$ cat config.mk
export PLATFORM = sky130hd
export DESIGN_NAME = usx_datapath
export DESIGN_NICKNAME = d
export VERILOG_FILES = /design/src/usx_pkg.sv /design/src/usx_datapath.sv
export SDC_FILE = /design/constraint.sdc
export NUM_CORES = 1
export LEC_CHECK = 0
export BUFFER_PORTS_ARGS = -buffer_cell sky130_fd_sc_hd__buf_2
export CELL_PAD_IN_SITES_DETAIL_PLACEMENT = 1
export CELL_PAD_IN_SITES_GLOBAL_PLACEMENT = 1
export CORE_MARGIN = 5
export CORE_UTILIZATION = 40
export DETAILED_ROUTE_END_ITERATION = 10
export GPL_TIMING_DRIVEN = 0
export PLACE_DENSITY_LB_ADDON = 0.05
export SLEW_MARGIN = 15
export SYNTH_ARGS = -nofsm -noshare
export SYNTH_HDL_FRONTEND = slang
export SYNTH_SLANG_ARGS = --single-unit
$ cat constraint.sdc
create_clock -name clk -period 4.4 [get_ports clk]
set_input_delay 0.22 -clock clk [delete_from_list [all_inputs] [get_ports clk]]
set_output_delay 0.22 -clock clk [all_outputs]
set_load 0.01 [all_outputs]
$ cat src/usx_pkg.sv
// Shared constants and state types of the serial port data path.
// Assumes one 40 MHz system clock and control bits driven from the same clock.
package usx_pkg;

    // Oversampling ratios of the asynchronous bit clock
    localparam int unsigned OSR_NORMAL = 16;
    localparam int unsigned OSR_DOUBLE = 8;

    // Character size coding and bit counts
    localparam logic [2:0] CHAR_SIZE_NINE = 3'h7;
    localparam logic [2:0] CHAR_SIZE_LAST_SHORT = 3'h3;
    localparam logic [3:0] CHAR_BITS_BASE = 4'h5;
    localparam logic [3:0] CHAR_BITS_EIGHT = 4'h8;
    localparam logic [3:0] CHAR_BITS_NINE = 4'h9;
    localparam int unsigned CHAR_BITS_MAX = 9;

    // Line levels and reset values
    localparam logic LINE_IDLE = 1'h1;
    localparam logic START_LEVEL = 1'h0;
    localparam logic DATA_EMPTY_RESET = 1'h1;
    localparam logic TX_COMPLETE_RESET = 1'h0;

    // Sizes with documented defaults
    localparam int unsigned RX_FIFO_DEPTH = 8;
    localparam int unsigned BAUD_DIV_WIDTH = 12;

    typedef enum logic [2:0] {TX_IDLE, TX_START, TX_DATA, TX_PARITY, TX_STOP1, TX_STOP2} usx_tx_state_t;
    typedef enum logic [2:0] {RX_IDLE, RX_START, RX_DATA, RX_PARITY, RX_STOP, RX_HOLD} usx_rx_state_t;

endpackage : usx_pkg

$ cat src/usx_datapath.sv
// Transmit and receive data path of a serial port, with the receive FIFO.
// Assumes control inputs come from logic on clk; serial pins are asynchronous.
// How it works
// Transmit enable takes over serial output pin
// Synchronous transmit uses serial clock pin
// Data write loads buffer, starting transmission
// Buffer moves to shifter when idle/after stop
// Shifter sends full frame at step rate
// Unused upper transmit bits ignored
// Ninth bit taken from control bit
// Data-empty flag high while buffer empty
// Software writes zero to data-empty position
// Data-empty interrupt requested while flag high
// Data write clears data-empty flag
// Complete flag set when frame out, buffer empty
// Complete flag cleared by service or write-one
// Complete interrupt requested while flag set
// Parity bit sent after data, before stop
// Disable waits for buffer and shifter, releases pin
// Receive enable takes over serial input pin
// Synchronous receive uses serial clock pin
// Valid start bit begins sampling of frame
// Second stop bit ignored by receiver
// First stop bit moves frame into buffer
// Unused upper received bits read zero
// Start low, then data least significant first
// Parity is data XOR, inverted when odd
// Idle line is high
// Double speed halves oversampling, 16 to 8
// Reset: empty set, complete clear, both disabled
`timescale 1ns/1ps

module usx_fifo #(
    parameter int WIDTH = 9,
    parameter int DEPTH = 8
) (
    input wire logic clk,
    input wire logic rst,
    input wire logic flush,
    input wire logic inValid,
    output logic inReady,
    input wire logic [WIDTH-1:0] inData,
    output logic outValid,
    input wire logic outReady,
    output logic [WIDTH-1:0] outData
);
    localparam int PW = $clog2(DEPTH);

    // Pointers wrap naturally, so only powers of two are served
    if (DEPTH < 2 || (1 << PW) != DEPTH)
    begin : g_bad_depth
        $error("usx_fifo depth must be a power of two of at least 2");
    end

    logic [WIDTH-1:0] mem [DEPTH];
    logic [PW-1:0] wrPtr;
    logic [PW-1:0] rdPtr;
    logic [PW:0] count;
    wire push = inValid & inReady;
    wire pop = outValid & outReady;

    // Honest flags; reader stall makes the writer stall
    assign inReady = (count != (PW+1)'(DEPTH));
    assign outValid = (count != '0);
    assign outData = mem[rdPtr];

    // Storage is written only, never reset
    always_ff @(posedge clk)
    begin
        if (push)
            mem[wrPtr] <= inData;
    end

    // Pointer and fill bookkeeping
    always_ff @(posedge clk or posedge rst)
    begin
        if (rst)
        begin
            wrPtr <= '0;
            rdPtr <= '0;
            count <= '0;
        end
        else if (flush)
        begin
            wrPtr <= '0;
            rdPtr <= '0;
            count <= '0;
        end
        else
        begin
            if (push)
                wrPtr <= wrPtr + PW'(1);
            if (pop)
                rdPtr <= rdPtr + PW'(1);
            count <= count + (PW+1)'(push) - (PW+1)'(pop);
        end
    end
endmodule : usx_fifo

module usx_datapath
    import usx_pkg::*;
#(
    parameter int DIV_W = BAUD_DIV_WIDTH,
    parameter int FIFO_DEPTH = RX_FIFO_DEPTH
) (
    input wire logic clk,
    input wire logic rst,
    input wire logic cfgTxEnable,
    input wire logic cfgRxEnable,
    input wire logic cfgSync,
    input wire logic cfgClockMaster,
    input wire logic [2:0] cfgCharSize,
    input wire logic cfgParityEnable,
    input wire logic cfgParityOdd,
    input wire logic cfgTwoStop,
    input wire logic cfgDoubleSpeed,
    input wire logic [DIV_W-1:0] cfgBaudDiv,
    input wire logic globalIrqEnable,
    input wire logic dataEmptyIrqEnable,
    input wire logic txCompleteIrqEnable,
    input wire logic dataWrite,
    input wire logic [7:0] dataIn,
    input wire logic txNinth,
    input wire logic txCompleteClear,
    input wire logic txCompleteAck,
    output logic dataEmpty,
    output logic txComplete,
    output logic irqDataEmpty,
    output logic irqTxComplete,
    output logic rxValid,
    input wire logic rxReady,
    output logic [CHAR_BITS_MAX-1:0] rxData,
    output logic txdOut,
    output logic txdOwn,
    input wire logic rxdIn,
    output logic rxdOwn,
    input wire logic sckIn,
    output logic sckOut,
    output logic sckOeN
);
    if (DIV_W < 1 || DIV_W > 16)
    begin : g_bad_div
        $error("usx_datapath baud divider width out of range");
    end

    usx_tx_state_t txState;
    usx_rx_state_t rxState;
    logic [DIV_W-1:0] baudCnt;
    logic [4:0] txOs;
    logic [4:0] rxOs;
    logic [8:0] txBuf;
    logic txBufFull;
    logic [8:0] txShift;
    logic [3:0] txIdx;
    logic txParity;
    logic txOwn;
    logic [8:0] rxShift;
    logic [3:0] rxIdx;
    logic rxSync1;
    logic rxSync2;
    logic sckSync1;
    logic sckSync2;
    logic sckPrev;

    // Frame geometry from the character size code
    wire isNine = (cfgCharSize == CHAR_SIZE_NINE);
    wire isShort = (cfgCharSize <= CHAR_SIZE_LAST_SHORT);
    wire [3:0] charBits = isNine ? CHAR_BITS_NINE : isShort ? CHAR_BITS_BASE + {1'b0, cfgCharSize} : CHAR_BITS_EIGHT;
    wire [3:0] lastBit = charBits - 4'h1;
    wire [8:0] charMask = 9'h1FF >> (CHAR_BITS_NINE - charBits);
    wire [8:0] txWord = {txNinth, dataIn} & charMask;

    // Oversampling ratio, halved in double speed
    wire [4:0] osrLast = cfgDoubleSpeed ? 5'(OSR_DOUBLE - 1) : 5'(OSR_NORMAL - 1);
    wire [4:0] osHalfLast = cfgDoubleSpeed ? 5'(OSR_DOUBLE / 2 - 1) : 5'(OSR_NORMAL / 2 - 1);

    // Shared baud divider ticks, edges of the serial clock
    wire portActive = txOwn | cfgRxEnable;
    wire baudTick = portActive && (baudCnt == cfgBaudDiv);
    wire masterSck = cfgSync & cfgClockMaster;
    wire sckRise = cfgSync && (masterSck ? baudTick & ~sckOut : sckSync2 & ~sckPrev);
    wire sckFall = cfgSync && (masterSck ? baudTick & sckOut : ~sckSync2 & sckPrev);

    // Transmit bit steps: divided clock or serial clock rising edge
    wire txStep = cfgSync ? sckRise : (baudTick && txOs == osrLast);
    wire txLastStop = txStep && ((txState == TX_STOP1 && !cfgTwoStop) || txState == TX_STOP2);
    wire txLoad = txOwn && txBufFull && txStep && (txState == TX_IDLE || txLastStop);
    wire txDone = txLastStop && !txBufFull;
    wire next_txOwn = cfgTxEnable | (txOwn & (txBufFull | txState != TX_IDLE));

    // Level the line shows for the current frame position
    wire txLine = (txState == TX_START) ? START_LEVEL :
                  (txState == TX_DATA) ? txShift[0] :
                  (txState == TX_PARITY) ? txParity : LINE_IDLE;

    // Receive sample points: middle of bit, or serial clock falling edge
    // Input synchroniser lag means a master clock needs a divider of 2 or more
    wire [4:0] rxTarget = (rxState == RX_START) ? osHalfLast : osrLast;
    wire rxSample = cfgSync ? sckFall : (baudTick && rxOs == rxTarget);
    wire fifoInValid = (rxState == RX_STOP && rxSample) || rxState == RX_HOLD;
    logic fifoInReady;

    // Flags, interrupt requests and pin ownership
    assign dataEmpty = ~txBufFull;
    assign irqDataEmpty = globalIrqEnable & dataEmptyIrqEnable & dataEmpty;
    assign irqTxComplete = globalIrqEnable & txCompleteIrqEnable & txComplete;
    assign txdOwn = txOwn;
    assign rxdOwn = cfgRxEnable;
    assign sckOeN = ~(masterSck & portActive);

    // Pin synchronisers; edge detector reads only the second stage
    always_ff @(posedge clk or posedge rst)
    begin
        if (rst)
        begin
            rxSync1 <= LINE_IDLE;
            rxSync2 <= LINE_IDLE;
            sckSync1 <= 1'b0;
            sckSync2 <= 1'b0;
            sckPrev <= 1'b0;
        end
        else
        begin
            rxSync1 <= rxdIn;
            rxSync2 <= rxSync1;
            sckSync1 <= sckIn;
            sckSync2 <= sckSync1;
            sckPrev <= sckSync2;
        end
    end

    // Baud divider, transmit prescaler and master serial clock
    always_ff @(posedge clk or posedge rst)
    begin
        if (rst)
        begin
            baudCnt <= '0;
            txOs <= '0;
            sckOut <= 1'b0;
        end
        else
        begin
            baudCnt <= baudTick || !portActive ? '0 : baudCnt + DIV_W'(1);
            if (!portActive)
                txOs <= '0;
            else if (baudTick)
                txOs <= (txOs == osrLast) ? 5'h0 : txOs + 5'h1;
            if (!masterSck || !portActive)
                sckOut <= 1'b0;
            else if (baudTick)
                sckOut <= ~sckOut;
        end
    end

    // Transmit buffer, flags and pin ownership
    always_ff @(posedge clk or posedge rst)
    begin
        if (rst)
        begin
            txBuf <= '0;
            txBufFull <= ~DATA_EMPTY_RESET;
            txComplete <= TX_COMPLETE_RESET;
            txOwn <= 1'b0;
            txdOut <= LINE_IDLE;
        end
        else
        begin
            if (dataWrite)
            begin
                txBuf <= txWord;
                txBufFull <= 1'b1;
            end
            else if (txLoad)
                txBufFull <= 1'b0;
            // A completion in the same cycle as a clear is kept
            if (txDone)
                txComplete <= 1'b1;
            else if (txCompleteClear || txCompleteAck)
                txComplete <= 1'b0;
            txOwn <= next_txOwn;
            txdOut <= txLine;
        end
    end

    // Transmit shifter walks the frame one bit step at a time
    always_ff @(posedge clk or posedge rst)
    begin
        if (rst)
        begin
            txState <= TX_IDLE;
            txShift <= '0;
            txIdx <= '0;
            txParity <= 1'b0;
        end
        else if (txLoad)
        begin
            txState <= TX_START;
            txShift <= txBuf;
            txIdx <= '0;
            txParity <= (^txBuf) ^ cfgParityOdd;
        end
        else if (txStep)
        begin
            case (txState)
                TX_START:
                    txState <= TX_DATA;
                TX_DATA:
                begin
                    txShift <= txShift >> 1;
                    txIdx <= txIdx + 4'h1;
                    if (txIdx == lastBit)
                        txState <= cfgParityEnable ? TX_PARITY : TX_STOP1;
                end
                TX_PARITY:
                    txState <= TX_STOP1;
                TX_STOP1:
                    txState <= cfgTwoStop ? TX_STOP2 : TX_IDLE;
                TX_STOP2:
                    txState <= TX_IDLE;
                default:
                    txState <= TX_IDLE;
            endcase
        end
    end

    // Receiver: start detect, data sampling, hand-over to the FIFO
    always_ff @(posedge clk or posedge rst)
    begin
        if (rst)
        begin
            rxState <= RX_IDLE;
            rxOs <= '0;
            rxShift <= '0;
            rxIdx <= '0;
        end
        else if (!cfgRxEnable)
        begin
            rxState <= RX_IDLE;
            rxOs <= '0;
        end
        else
        begin
            if (rxState == RX_IDLE || rxSample)
                rxOs <= '0;
            else if (baudTick)
                rxOs <= rxOs + 5'h1;
            case (rxState)
                RX_IDLE:
                begin
                    rxShift <= '0;
                    rxIdx <= '0;
                    // Synchronous mode samples the start bit on the clock edge
                    if (cfgSync && sckFall && rxSync2 == START_LEVEL)
                        rxState <= RX_DATA;
                    else if (!cfgSync && baudTick && rxSync2 == START_LEVEL)
                        rxState <= RX_START;
                end
                RX_START:
                    // Mid-bit check rejects glitches as false starts
                    if (rxSample)
                        rxState <= (rxSync2 == START_LEVEL) ? RX_DATA : RX_IDLE;
                RX_DATA:
                    if (rxSample)
                    begin
                        rxShift[rxIdx] <= rxSync2;
                        rxIdx <= rxIdx + 4'h1;
                        if (rxIdx == lastBit)
                            rxState <= cfgParityEnable ? RX_PARITY : RX_STOP;
                    end
                RX_PARITY:
                    if (rxSample)
                        rxState <= RX_STOP;
                RX_STOP:
                    // Only the first stop bit is looked at
                    if (rxSample)
                        rxState <= fifoInReady ? RX_IDLE : RX_HOLD;
                RX_HOLD:
                    // Full FIFO stalls the receiver; a start bit now is missed
                    if (fifoInReady)
                        rxState <= RX_IDLE;
                default:
                    rxState <= RX_IDLE;
            endcase
        end
    end

    // Receive buffer, emptied when the receiver is disabled
    usx_fifo #(
        .WIDTH(CHAR_BITS_MAX),
        .DEPTH(FIFO_DEPTH)
    ) u_rx_fifo (
        .clk(clk),
        .rst(rst),
        .flush(~cfgRxEnable),
        .inValid(fifoInValid),
        .inReady(fifoInReady),
        .inData(rxShift),
        .outValid(rxValid),
        .outReady(rxReady),
        .outData(rxData)
    );

endmodule : usx_datapath

==> results of run 1 <==
-- worst max-delay path by stage --
stage / startpoint / to / cells past startpoint
global placement: baudCnt[2] / u_rx_fifo.mem[0][0] / 7
detailed placement: baudCnt[2] / u_rx_fifo.mem[5][0] / 7
CTS: baudCnt[2] / u_rx_fifo.mem[5][2] / 7
floorplan: rxState[0] / u_rx_fifo.mem[0][0] / 7
finish: txdOwn / u_rx_fifo.count[2] / 12
global route: txdOwn / u_rx_fifo.count[2] / 12
-- logic make-up (layout without fill, tap and decap cells) --
kind of cell,count (synthesis),in the layout,synth area share
AO/OA/AOI/OAI,100,100,0.09539
flip-flops,156,156,0.5413
AND/OR/NAND/NOR,205,205,0.1387
XOR/XNOR,56,56,0.06221
multiplexers,39,39,0.07967
adder cells (fa/ha/maj),26,26,0.04222
buffers and inverters,75,176,0.04047
-- registers in the layout (all words and copies together) (netlist names), 3 cells and up --
name             count
rxShift              9
txIdx                4
rxState              3
u_rx_fifo.rdPtr      3
txBuf                9
txShift              9
txState              3
rxOs                 5
txOs                 5
u_rx_fifo.count      4
baudCnt             12
u_rx_fifo.mem       72
u_rx_fifo.wrPtr      3
rxIdx                4
-- tightest hold or removal path, cell delays in order --
cell,delay [ns]
buf_2,0.09
inv_1,0.04
o22ai_1,0.07
-- report_power, final --
group          leakage [nW]  switching [W]  internal (W)
registers              1.74       0.000124       0.00166
clock network         0.292       0.000693      0.000765
logic                  1.61       0.000493      0.000514
-- metrics by stage --
stage          total power [W]  hold slack (ns)
6_report              0.004246          0.04451
5_1_grt               0.004512          0.03599
4_1_cts               0.004321          0.02764
3_5_place_dp          0.002839           0.3021
3_3_place_gp          0.002786           0.3286
2_1_floorplan         0.002551           0.2245
-- synthesized netlist by cell type (4+ instances only) --
master	number
dfrtp_1	81
edfxtp_1	72
nand2_1	51
nor2_1	41
inv_1	39
xor2_1	31
nand3_1	26
ha_1	25
xnor2_1	25
clkbuf_1	21
nand4_1	20
mux4_2	18
o22ai_1	18
a21oi_1	12
mux2i_1	11
mux2_2	10
nor3_1	10
o211ai_1	10
o21ai_0	10
and2_1	9
a2bb2oi_1	8
and3_1	8
nor2b_1	7
buf_2	6
nand3b_1	6
a21o_1	4
o31ai_1	4
or3_1	4
-- routing by layer --
metal,routed length [um],up-vias,global-route usage
met3,456,22,0.03311
li1,-,2588,-
met4,284,0,0.05261
met1,8189,2698,0.2249
met5,0,-,0
met2,9107,71,0.2909
-- layout make-up --
| cell class | count | area, sq um |
|---|---|---|
| Buffer | 35 | 168.9 |
| Clock buffer | 17 | 425.4 |
| Clock inverter | 15 | 168.9 |
| Fill cell | 2076 | 10200 |
| Inverter | 40 | 152.6 |
| Multi-Input combinational cell | 426 | 3351 |
| Sequential cell | 156 | 4268 |
| Tap cell | 265 | 331.6 |
| Timing Repair Buffer | 69 | 397.9 |
-- timing repair --
| action | 4_1_cts | 5_1_grt |
|---|---|---|
| hold buffers | 4 | 0 |
| resized for setup | 0 | 0 |
| hold endpoints to repair | 36 | 0 |
==> impl_metrics.tcl, run 1 <==
set metrics [dict create \
    status "completed" \
    die_y_um 150.4 \
    area_growth_pct 17.51 \
    cts_buffers 17 \
    layout-drive-gt1-share 0.2137 \
    grt_max_degree 52 \
    hold_violations 0 \
    path_clk_slew_ns 0.07 \
    die-area_sq_um 22620 \
    drt-initial-drc-count 216 \
    synth_edf_count 72 \
    hp-start "dataIn[5]" \
    grt_setup_unrepaired "false" \
    slowest_stage "dfrtp_1" \
    htree_levels 4 \
    slew_viol_final 0 \
    worst_ep_arrival_time_ns 3.34 \
    synth_top_area_share 0.2742 \
    synth_area_leader_cell "edfxtp_1" \
    postSynthAreaPerCell_sq_um 12.00 \
    setup_tns_ns 0 \
    antenna_found_initial 0 \
    slew_headroom 0.4705 \
    synth_area_leaders "edfxtp_1 27%, dfrtp_1 26%, mux4_2 5.1%, ha_1 4.0%, xor2_1 3.4%" \
    fin_crit_sh 0.6840 \
    reg2reg_from "txdOwn" \
    gp_congestion 0.7625 \
    synth.distinct_cells 73 \
    grt_usage 0.1722 \
    finalInstanceArea_sq_um 9264 \
    wl_mm 18.04 \
    dpl.hpwl_mm 13.36 \
    p_leak_nw 3.642 \
    grt_pass1_vias 5907 \
    worst_pin_slew_ns 0.7909 \
    placed_cells 987 \
    first_pass_iters 4 \
    crit_fanout 9 \
    synthArstFlopShare 0.5385 \
    start_util 0.4051 \
    fin_cells 1023 \
    peakVddDrop_mv 0.2837 \
    route.detailed.drc 0 \
    critPathMaxStageDelay_ns 0.43 \
    grt_pass1_wl_mm 30.71 \
    synth_nets 726 \
    critical-path-top-delay-family "simple AND/OR/NAND/NOR gates" \
    finalSetupViolations 0 \
    crit_buf_inv 3 \
    clock_sinks 156 \
    core_area_sq_um 19460 \
    synth-seq-area-share 0.5413 \
    ys_warn_count 0 \
    crit_required_ns 4.73 \
    worstSkewPairLatency_ns 0.43 \
    whs_path_depth 3 \
    rows 51 \
    wire_per_inst_um 17.63 \
    dr_total_vias 5379 \
    ys.flop_type "dfrtp_1" \
    layout_commonest_cell "dfrtp_1" \
    synth.ff_latch_count 156 \
    cts_tree "yes" \
    syn_area_sq_um 7884 \
    hold_path.class "in -> reg" \
    reg2reg_depth 12 \
    syn_inst 657 \
    startpoint_type "flip-flop" \
    crit_type "reg -> reg" \
    worstHoldEndpoint "txBuf[5]" \
    crit_chain "or2_1 -> clkbuf_1 -> nand4_1 -> nand2_1 -> o22ai_1 -> a21o_1 -> buf_6 -> inv_2 -> ha_1 -> fa_1 -> xor2_1 -> and2_1" \
    cts_buffer_depth 2 \
    ios 62 \
    fin_skew_ns 0.01114 \
    rrSetupSlack_ns 1.39 \
    end_kind "flip-flop" \
    io_buffers 59 \
    cts_setup_buffers 0 \
    cts-root-buf "clkbuf_16" \
    drtAntennaViolNets 0 \
    setup_ws_ns 1.390 \
    final_nets 814 \
    most-common-layout-cells "81 x dfrtp_1, 72 x edfxtp_1, 66 x buf_2" \
    cap_violations 0 \
    vias_per_cell 5.258 \
    final_core_util 0.4760 \
    r2r_end "u_rx_fifo.count[2]" \
    fmax_mhz 332.3 \
    cellPowerDensity_nw_per_um2 458.3 \
    fp.dieW_um 150.4 \
    diodes 0 \
    grt-ovfl-total 0 \
    placed_cell_area_sq_um 8621 \
    min_period_ns 3.010 \
    dp_slack_ns 1.102 \
]
Power figures use the tool's default switching activity.
==> run 2, diff against run 1 <==
- clock period: 4.4 -> 2.5 ns (I/O delays scaled with it)
==> run 2 against run 1 <==
The run now ends with setup timing left. Non-clock buffer count rose by 35. Fmax rose by 19%. Cell count grew 3.4%. Global-route usage increased by 1.0 points. Sequential power increased by 76%. Clock-buffer cell count rose by 1. Design area up 5.7%. Clock power grew 69%. Routed wire length increased by 8.3%. Critical path type unchanged. Critical endpoint is now u_rx_fifo.mem[5][1]. Largest power group unchanged. Highest routed layer unchanged.
==> impl_metrics.tcl, run 2 (synthesis gave the netlist of run 1 again) <==
set metrics [dict create \
    grt_pass1_wl_mm 32.18 \
    start_util 0.4051 \
    p_sw_frac 0.3063 \
    path_clk_slew_ns 0.07 \
    violations "setup timing" \
    drt-initial-drc-count 232 \
    die-area_sq_um 22620 \
    antenna_found_initial 0 \
    maxUsedRoutingLayer "met4" \
    wl_met1_mm 8.551 \
    grt_pass1_vias 6134 \
    p_leak_nw 3.842 \
    critPathMaxStageDelay_ns 0.43 \
    layout_commonest_cell "dfrtp_1" \
    worst_pin_slew_ns 0.7236 \
    wl_met3_um 448 \
    ios 62 \
    vias_per_cell 5.304 \
    crit_buf_inv 3 \
    diodes 0 \
    die_y_um 150.4 \
    route.met2.wl_mm 10.31 \
    dp_slack_ns -0.5264 \
    gp_congestion 0.7674 \
    seqPwrFrac 0.414 \
    cellPowerDensity_nw_per_um2 771.2 \
    wire_per_inst_um 18.46 \
    crit_chain "xor2_1 -> nor4_2 -> and3_4 -> o22ai_4 -> a21o_4 -> buf_12 -> nor4b_4 -> buf_6 -> clkbuf_16" \
    combPwrFrac 0.259 \
    grt-ovfl-total 0 \
    most-common-layout-cells "79 x dfrtp_1, 72 x edfxtp_1, 63 x buf_2" \
    cts-root-buf "clkbuf_16" \
    cts_tree "yes" \
    worstSkewPairLatency_ns 0.44 \
    final_core_util 0.5032 \
    placed_cell_area_sq_um 8680 \
    slew_headroom 0.5176 \
    power.switching_w 0.002314 \
    rows 51 \
    fin_skew_ns 0.01635 \
    finalPower_w 0.007554 \
    wl_mm 19.53 \
    slew_viol_final 0 \
    fin_crit_sh 1.010 \
    regMostFlops "u_rx_fifo.mem" \
    end_kind "flip-flop" \
    setup_ws_ns -0.02437 \
    min_period_ns 2.524 \
    internal-power_w 0.005240 \
    slowest_stage "dfrtp_2" \
    pwr-share-clk 0.327 \
    nFillCells 2028 \
    startpoint_type "flip-flop" \
    status "complete, but fails checks" \
    fp.dieW_um 150.4 \
    hold_violations 0 \
    cts_buffers 17 \
    finalInstanceArea_sq_um 9794 \
    peakVddDrop_mv 0.4657 \
    critical-path-top-delay-family "simple AND/OR/NAND/NOR gates" \
    setup_tns_ns -0.2732 \
    grt_setup_unrepaired "true" \
    cts_buffer_depth 2 \
    crit_fanout 4 \
    dr_total_vias 5612 \
    grt_usage 0.1824 \
    final_nets 849 \
    htree_levels 4 \
    area_growth_pct 24.23 \
    grt_max_degree 44 \
    cap_violations 0 \
    finalSetupViolations 18 \
    largestRegisters "u_rx_fifo.mem x72, baudCnt x12" \
    io_buffers 59 \
    hold_path.class "in -> reg" \
    drtAntennaViolNets 0 \
    core_area_sq_um 19460 \
    first_pass_iters 4 \
    worst_ep_arrival_time_ns 2.68 \
    clock_sinks 156 \
    layout-drive-gt1-share 0.2636 \
    crit_type "reg -> reg" \
    fmax_mhz 396.1 \
    dpl.hpwl_mm 13.58 \
    route.detailed.drc 0 \
    crit_required_ns 2.65 \
    largest_reg_flops 72 \
]
run 2: changes by cell type in the layout (fill, tap and decap cells not counted), moves of 4 or more:
cell           delta
buf_12            +6
buf_4            +17
buf_6             +6
dlygate4sd3_1    +10
ha_1              -4
run 2: final timing paths:
path                       slack [ns]                  end  cells after the start        from
max                             -0.02  u_rx_fifo.mem[5][1]                      9  baudCnt[0]
min                              0.01             txBuf[2]                      3   dataIn[2]
max reg2reg                     -0.02  u_rx_fifo.mem[5][1]                      9  baudCnt[0]
min reg2reg                      0.36              rxSync2                      0     rxSync1
max in group asynchronous        1.54              rxSync1                      4         rst
min in group asynchronous        0.31           txShift[1]                      3         rst
run 2: tightest hold or removal path, stage by stage:
cell,delay [ns]
buf_2,0.10
o211ai_1,0.09
o22ai_1,0.08
run 2: repair_timing:
action | CTS | global route
cloned | 0 | 1
setup endpoints to repair | 85 | 86
pin swaps | 14 | 14
hold endpoints to repair | 53 | 0
setup buffers | 21 | 6
hold buffers | 14 | 0
resized for setup | 19 | 17
run 2: routing by layer:
layer | GRT usage | vias to the layer above
met5 | 0 | -
met4 | 0.04895 | 0
met3 | 0.03733 | 15
met2 | 0.3236 | 67
met1 | 0.2265 | 2869
li1 | - | 2661
run 2: stage by stage:
| stage | hold WS (ns) | cells |
|---|---|---|
| 2_1_floorplan | 0.1295 | 657 |
| 3_3_place_gp | 0.2311 | 981 |
| 3_5_place_dp | 0.2319 | 985 |
| 4_1_cts | 0.0005723 | 1052 |
| 5_1_grt | 0.04773 | 1058 |
| 6_report | 0.01087 | 1058 |
run 2: cell type report:
type / count / area (sq um) / share of cell area
clock inverter: 14 / 125.1 / 0.01277
tap: 265 / 331.6 / 0.03385
buffer: 34 / 193.9 / 0.01980
inverter: 40 / 152.6 / 0.01559
sequential: 156 / 4270 / 0.4360
clock buffer: 18 / 429.2 / 0.04382
multi-input combinational: 426 / 3488 / 0.3562
timing repair buffer: 105 / 803.3 / 0.08201
run 2: power by group through the flow:
stage | Combinational, W | Sequential [W] | Clock, W
after detailed placement | 0.00183 | 0.00320 | 0
after CTS | 0.00195 | 0.00313 | 0.00253
after global placement | 0.00174 | 0.00318 | 0
final | 0.00196 | 0.00313 | 0.00247
after global routing | 0.00218 | 0.00316 | 0.00266
after floorplan | 0.00136 | 0.00313 | 0
==> run 3, diff against run 2 <==
- SETUP_SLACK_MARGIN: unset -> 0.3
==> run 3 against run 2 <==
The run still ends with setup timing left. Routed wire length is 4.5% higher. Register-to-register slack better by 0.02 ns. Cell count is 4.1% higher. Critical path type unchanged. Critical endpoint is now u_rx_fifo.count[1]. Largest cell class unchanged.
==> impl_metrics.tcl, run 3 (synthesis gave the netlist of run 1 again) <==
set metrics [dict create \
    status "complete, but fails checks" \
    violations "setup timing" \
    wire_per_inst_um 18.53 \
    slowest_stage "dfrtp_1" \
    largest_reg_flops 72 \
    die_y_um 150.4 \
    io_buffers 59 \
    slew_viol_final 0 \
    dpl.hpwl_mm 13.30 \
    startpoint_type "flip-flop" \
    diodes 0 \
    fmax_mhz 399.2 \
    grt_pass1_vias 6348 \
    first_pass_iters 4 \
    slew_headroom 0.4967 \
    route.detailed.drc 0 \
    pwr-share-clk 0.316 \
    crit_required_ns 2.81 \
    grt_usage 0.1882 \
    area_growth_pct 33.23 \
    wl_mm 20.41 \
    regMostFlops "u_rx_fifo.mem" \
    end_kind "flip-flop" \
    path_clk_slew_ns 0.07 \
    critPathMaxStageDelay_ns 0.44 \
    antenna_found_initial 0 \
    crit_chain "xor2_1 -> nor4_2 -> and3_4 -> o22ai_4 -> a21o_1 -> buf_12 -> clkinv_8 -> ha_4 -> fa_2 -> and2_4" \
    worstHoldEndpoint "sckOut" \
    cts_buffers 17 \
    start_util 0.4051 \
    worst_pin_slew_ns 0.7447 \
    peakVddDrop_mv 0.5053 \
    clock_sinks 156 \
    rows 51 \
    largestRegisters "u_rx_fifo.mem x72, baudCnt x12" \
    reg2reg_from "baudCnt[9]" \
    r2r_end "u_rx_fifo.count[1]" \
    layout_commonest_cell "dfrtp_1" \
    rrSetupSlack_ns -0.005 \
    combPwrFrac 0.288 \
    core_area_sq_um 19460 \
    reg2reg_depth 10 \
    layout-drive-gt1-share 0.3289 \
    worst_ep_arrival_time_ns 2.82 \
    die-area_sq_um 22620 \
    htree_levels 4 \
    hp-start "cfgClockMaster" \
    grt-ovfl-total 0 \
    p_sw_frac 0.3085 \
    grt_setup_unrepaired "true" \
    fin_skew_ns 0.01232 \
    cellPowerDensity_nw_per_um2 756.4 \
    crit_type "reg -> reg" \
    finalSetupViolations 1 \
    worstSkewPairLatency_ns 0.43 \
    cap_violations 0 \
    drtAntennaViolNets 0 \
    ios 62 \
    grt_max_degree 35 \
    min_period_ns 2.505 \
    setup_ws_ns -0.004753 \
    vias_per_cell 5.187 \
    drt-initial-drc-count 195 \
    cts-root-buf "clkbuf_16" \
    whs_ns 0.03781 \
    internal-power_w 0.005494 \
    hold_violations 0 \
    most-common-layout-cells "77 x dfrtp_1, 72 x edfxtp_1, 57 x buf_2" \
    power.switching_w 0.002451 \
    whs_path_depth 3 \
    grt_pass1_wl_mm 33.15 \
    p_leak_nw 4.137 \
    fin_crit_sh 1.002 \
    fp.dieW_um 150.4 \
    seqPwrFrac 0.396 \
    hold_path.class "in -> reg" \
    crit_fanout 8 \
    dr_total_vias 5711 \
    gp_congestion 0.7826 \
    cts_tree "yes" \
    final_core_util 0.5397 \
    final_nets 892 \
    cts_buffer_depth 2 \
]
[run 3: cell types whose count changed in the layout (fill, tap and decap cells not counted), sizes merged]
cell         before  now
inv              48   45
clkinv            4    6
clkinvlp          2    4
clkbuf           39   40
buf             104  144
dlygate4sd3      14   15
[run 3: what timing repair did]
item	CTS	global route
endpoints found under the setup margin	118	129
pin swaps	31	26
hold buffers	15	0
setup buffers	59	9
gates cloned	1	2
hold endpoints to repair	37	0
gates resized for setup	65	33
[run 3: metrics by stage]
stage	setup TNS, ns	instance area (sq um)	setup WS, ns	power, W	instances
6_report	-0.004753	10500	-0.004753	0.007946	1101
5_1_grt	-4.098	10500	-0.1307	0.008403	1101
4_1_cts	-0.6009	10260	-0.07189	0.007855	1090
3_5_place_dp	-38.41	8715	-0.5539	0.005027	983
3_3_place_gp	-33.54	8675	-0.4813	0.004940	981
2_1_floorplan	0	8048	0.01236	0.004508	657
[run 3: worst max path at each step]
stage | start | end | slack (ns) | depth (start not counted)
after detailed placement | baudCnt[0] | u_rx_fifo.mem[7][0] | -0.55 | 7
after global routing | txdOwn | u_rx_fifo.count[2] | -0.13 | 12
after floorplan | txdOwn | u_rx_fifo.count[2] | 0.01 | 12
after global placement | baudCnt[0] | u_rx_fifo.mem[6][5] | -0.48 | 7
after CTS | baudCnt[2] | u_rx_fifo.count[1] | -0.07 | 10
final | baudCnt[9] | u_rx_fifo.count[1] | -0.005 | 10
[run 3: power by group through the flow]
stage | clock [W] | sequential (W) | combinational (W)
final | 0.00251 | 0.00315 | 0.00229
after CTS | 0.00258 | 0.00314 | 0.00214
after global placement | 0 | 0.00318 | 0.00176
after floorplan | 0 | 0.00313 | 0.00138
after detailed placement | 0 | 0.00319 | 0.00184
after global routing | 0.00269 | 0.00318 | 0.00253
[run 3: cell type report]
type                    count  area (sq um)
clock inverters            15         155.1
flip-flops and latches    156          4273
repair buffers            147          1230
inverters                  40         168.9
multi-input cells         426          3649
clock buffers              17         425.4
plain buffers              35         271.5
fillers                  1999          8959
well taps                 265         331.6
[run 3: critical path, delay by kind of cell, from the launching register on]
kind | cells | cell delay (ns)
simple gates | 3 | 0.74
flops | 1 | 0.44
xor+xnor | 1 | 0.17
fa+ha+maj | 2 | 0.54
compound gates | 2 | 0.30
buf+inv | 2 | 0.20
[run 3: routing by layer]
metal,up-vias,GRT usage,part of all wire
met2,84,0.3447,0.54
li1,2737,-,-
met3,18,0.03311,0.026
met5,-,0,0
met4,0,0.05489,0.013
met1,2872,0.2259,0.42
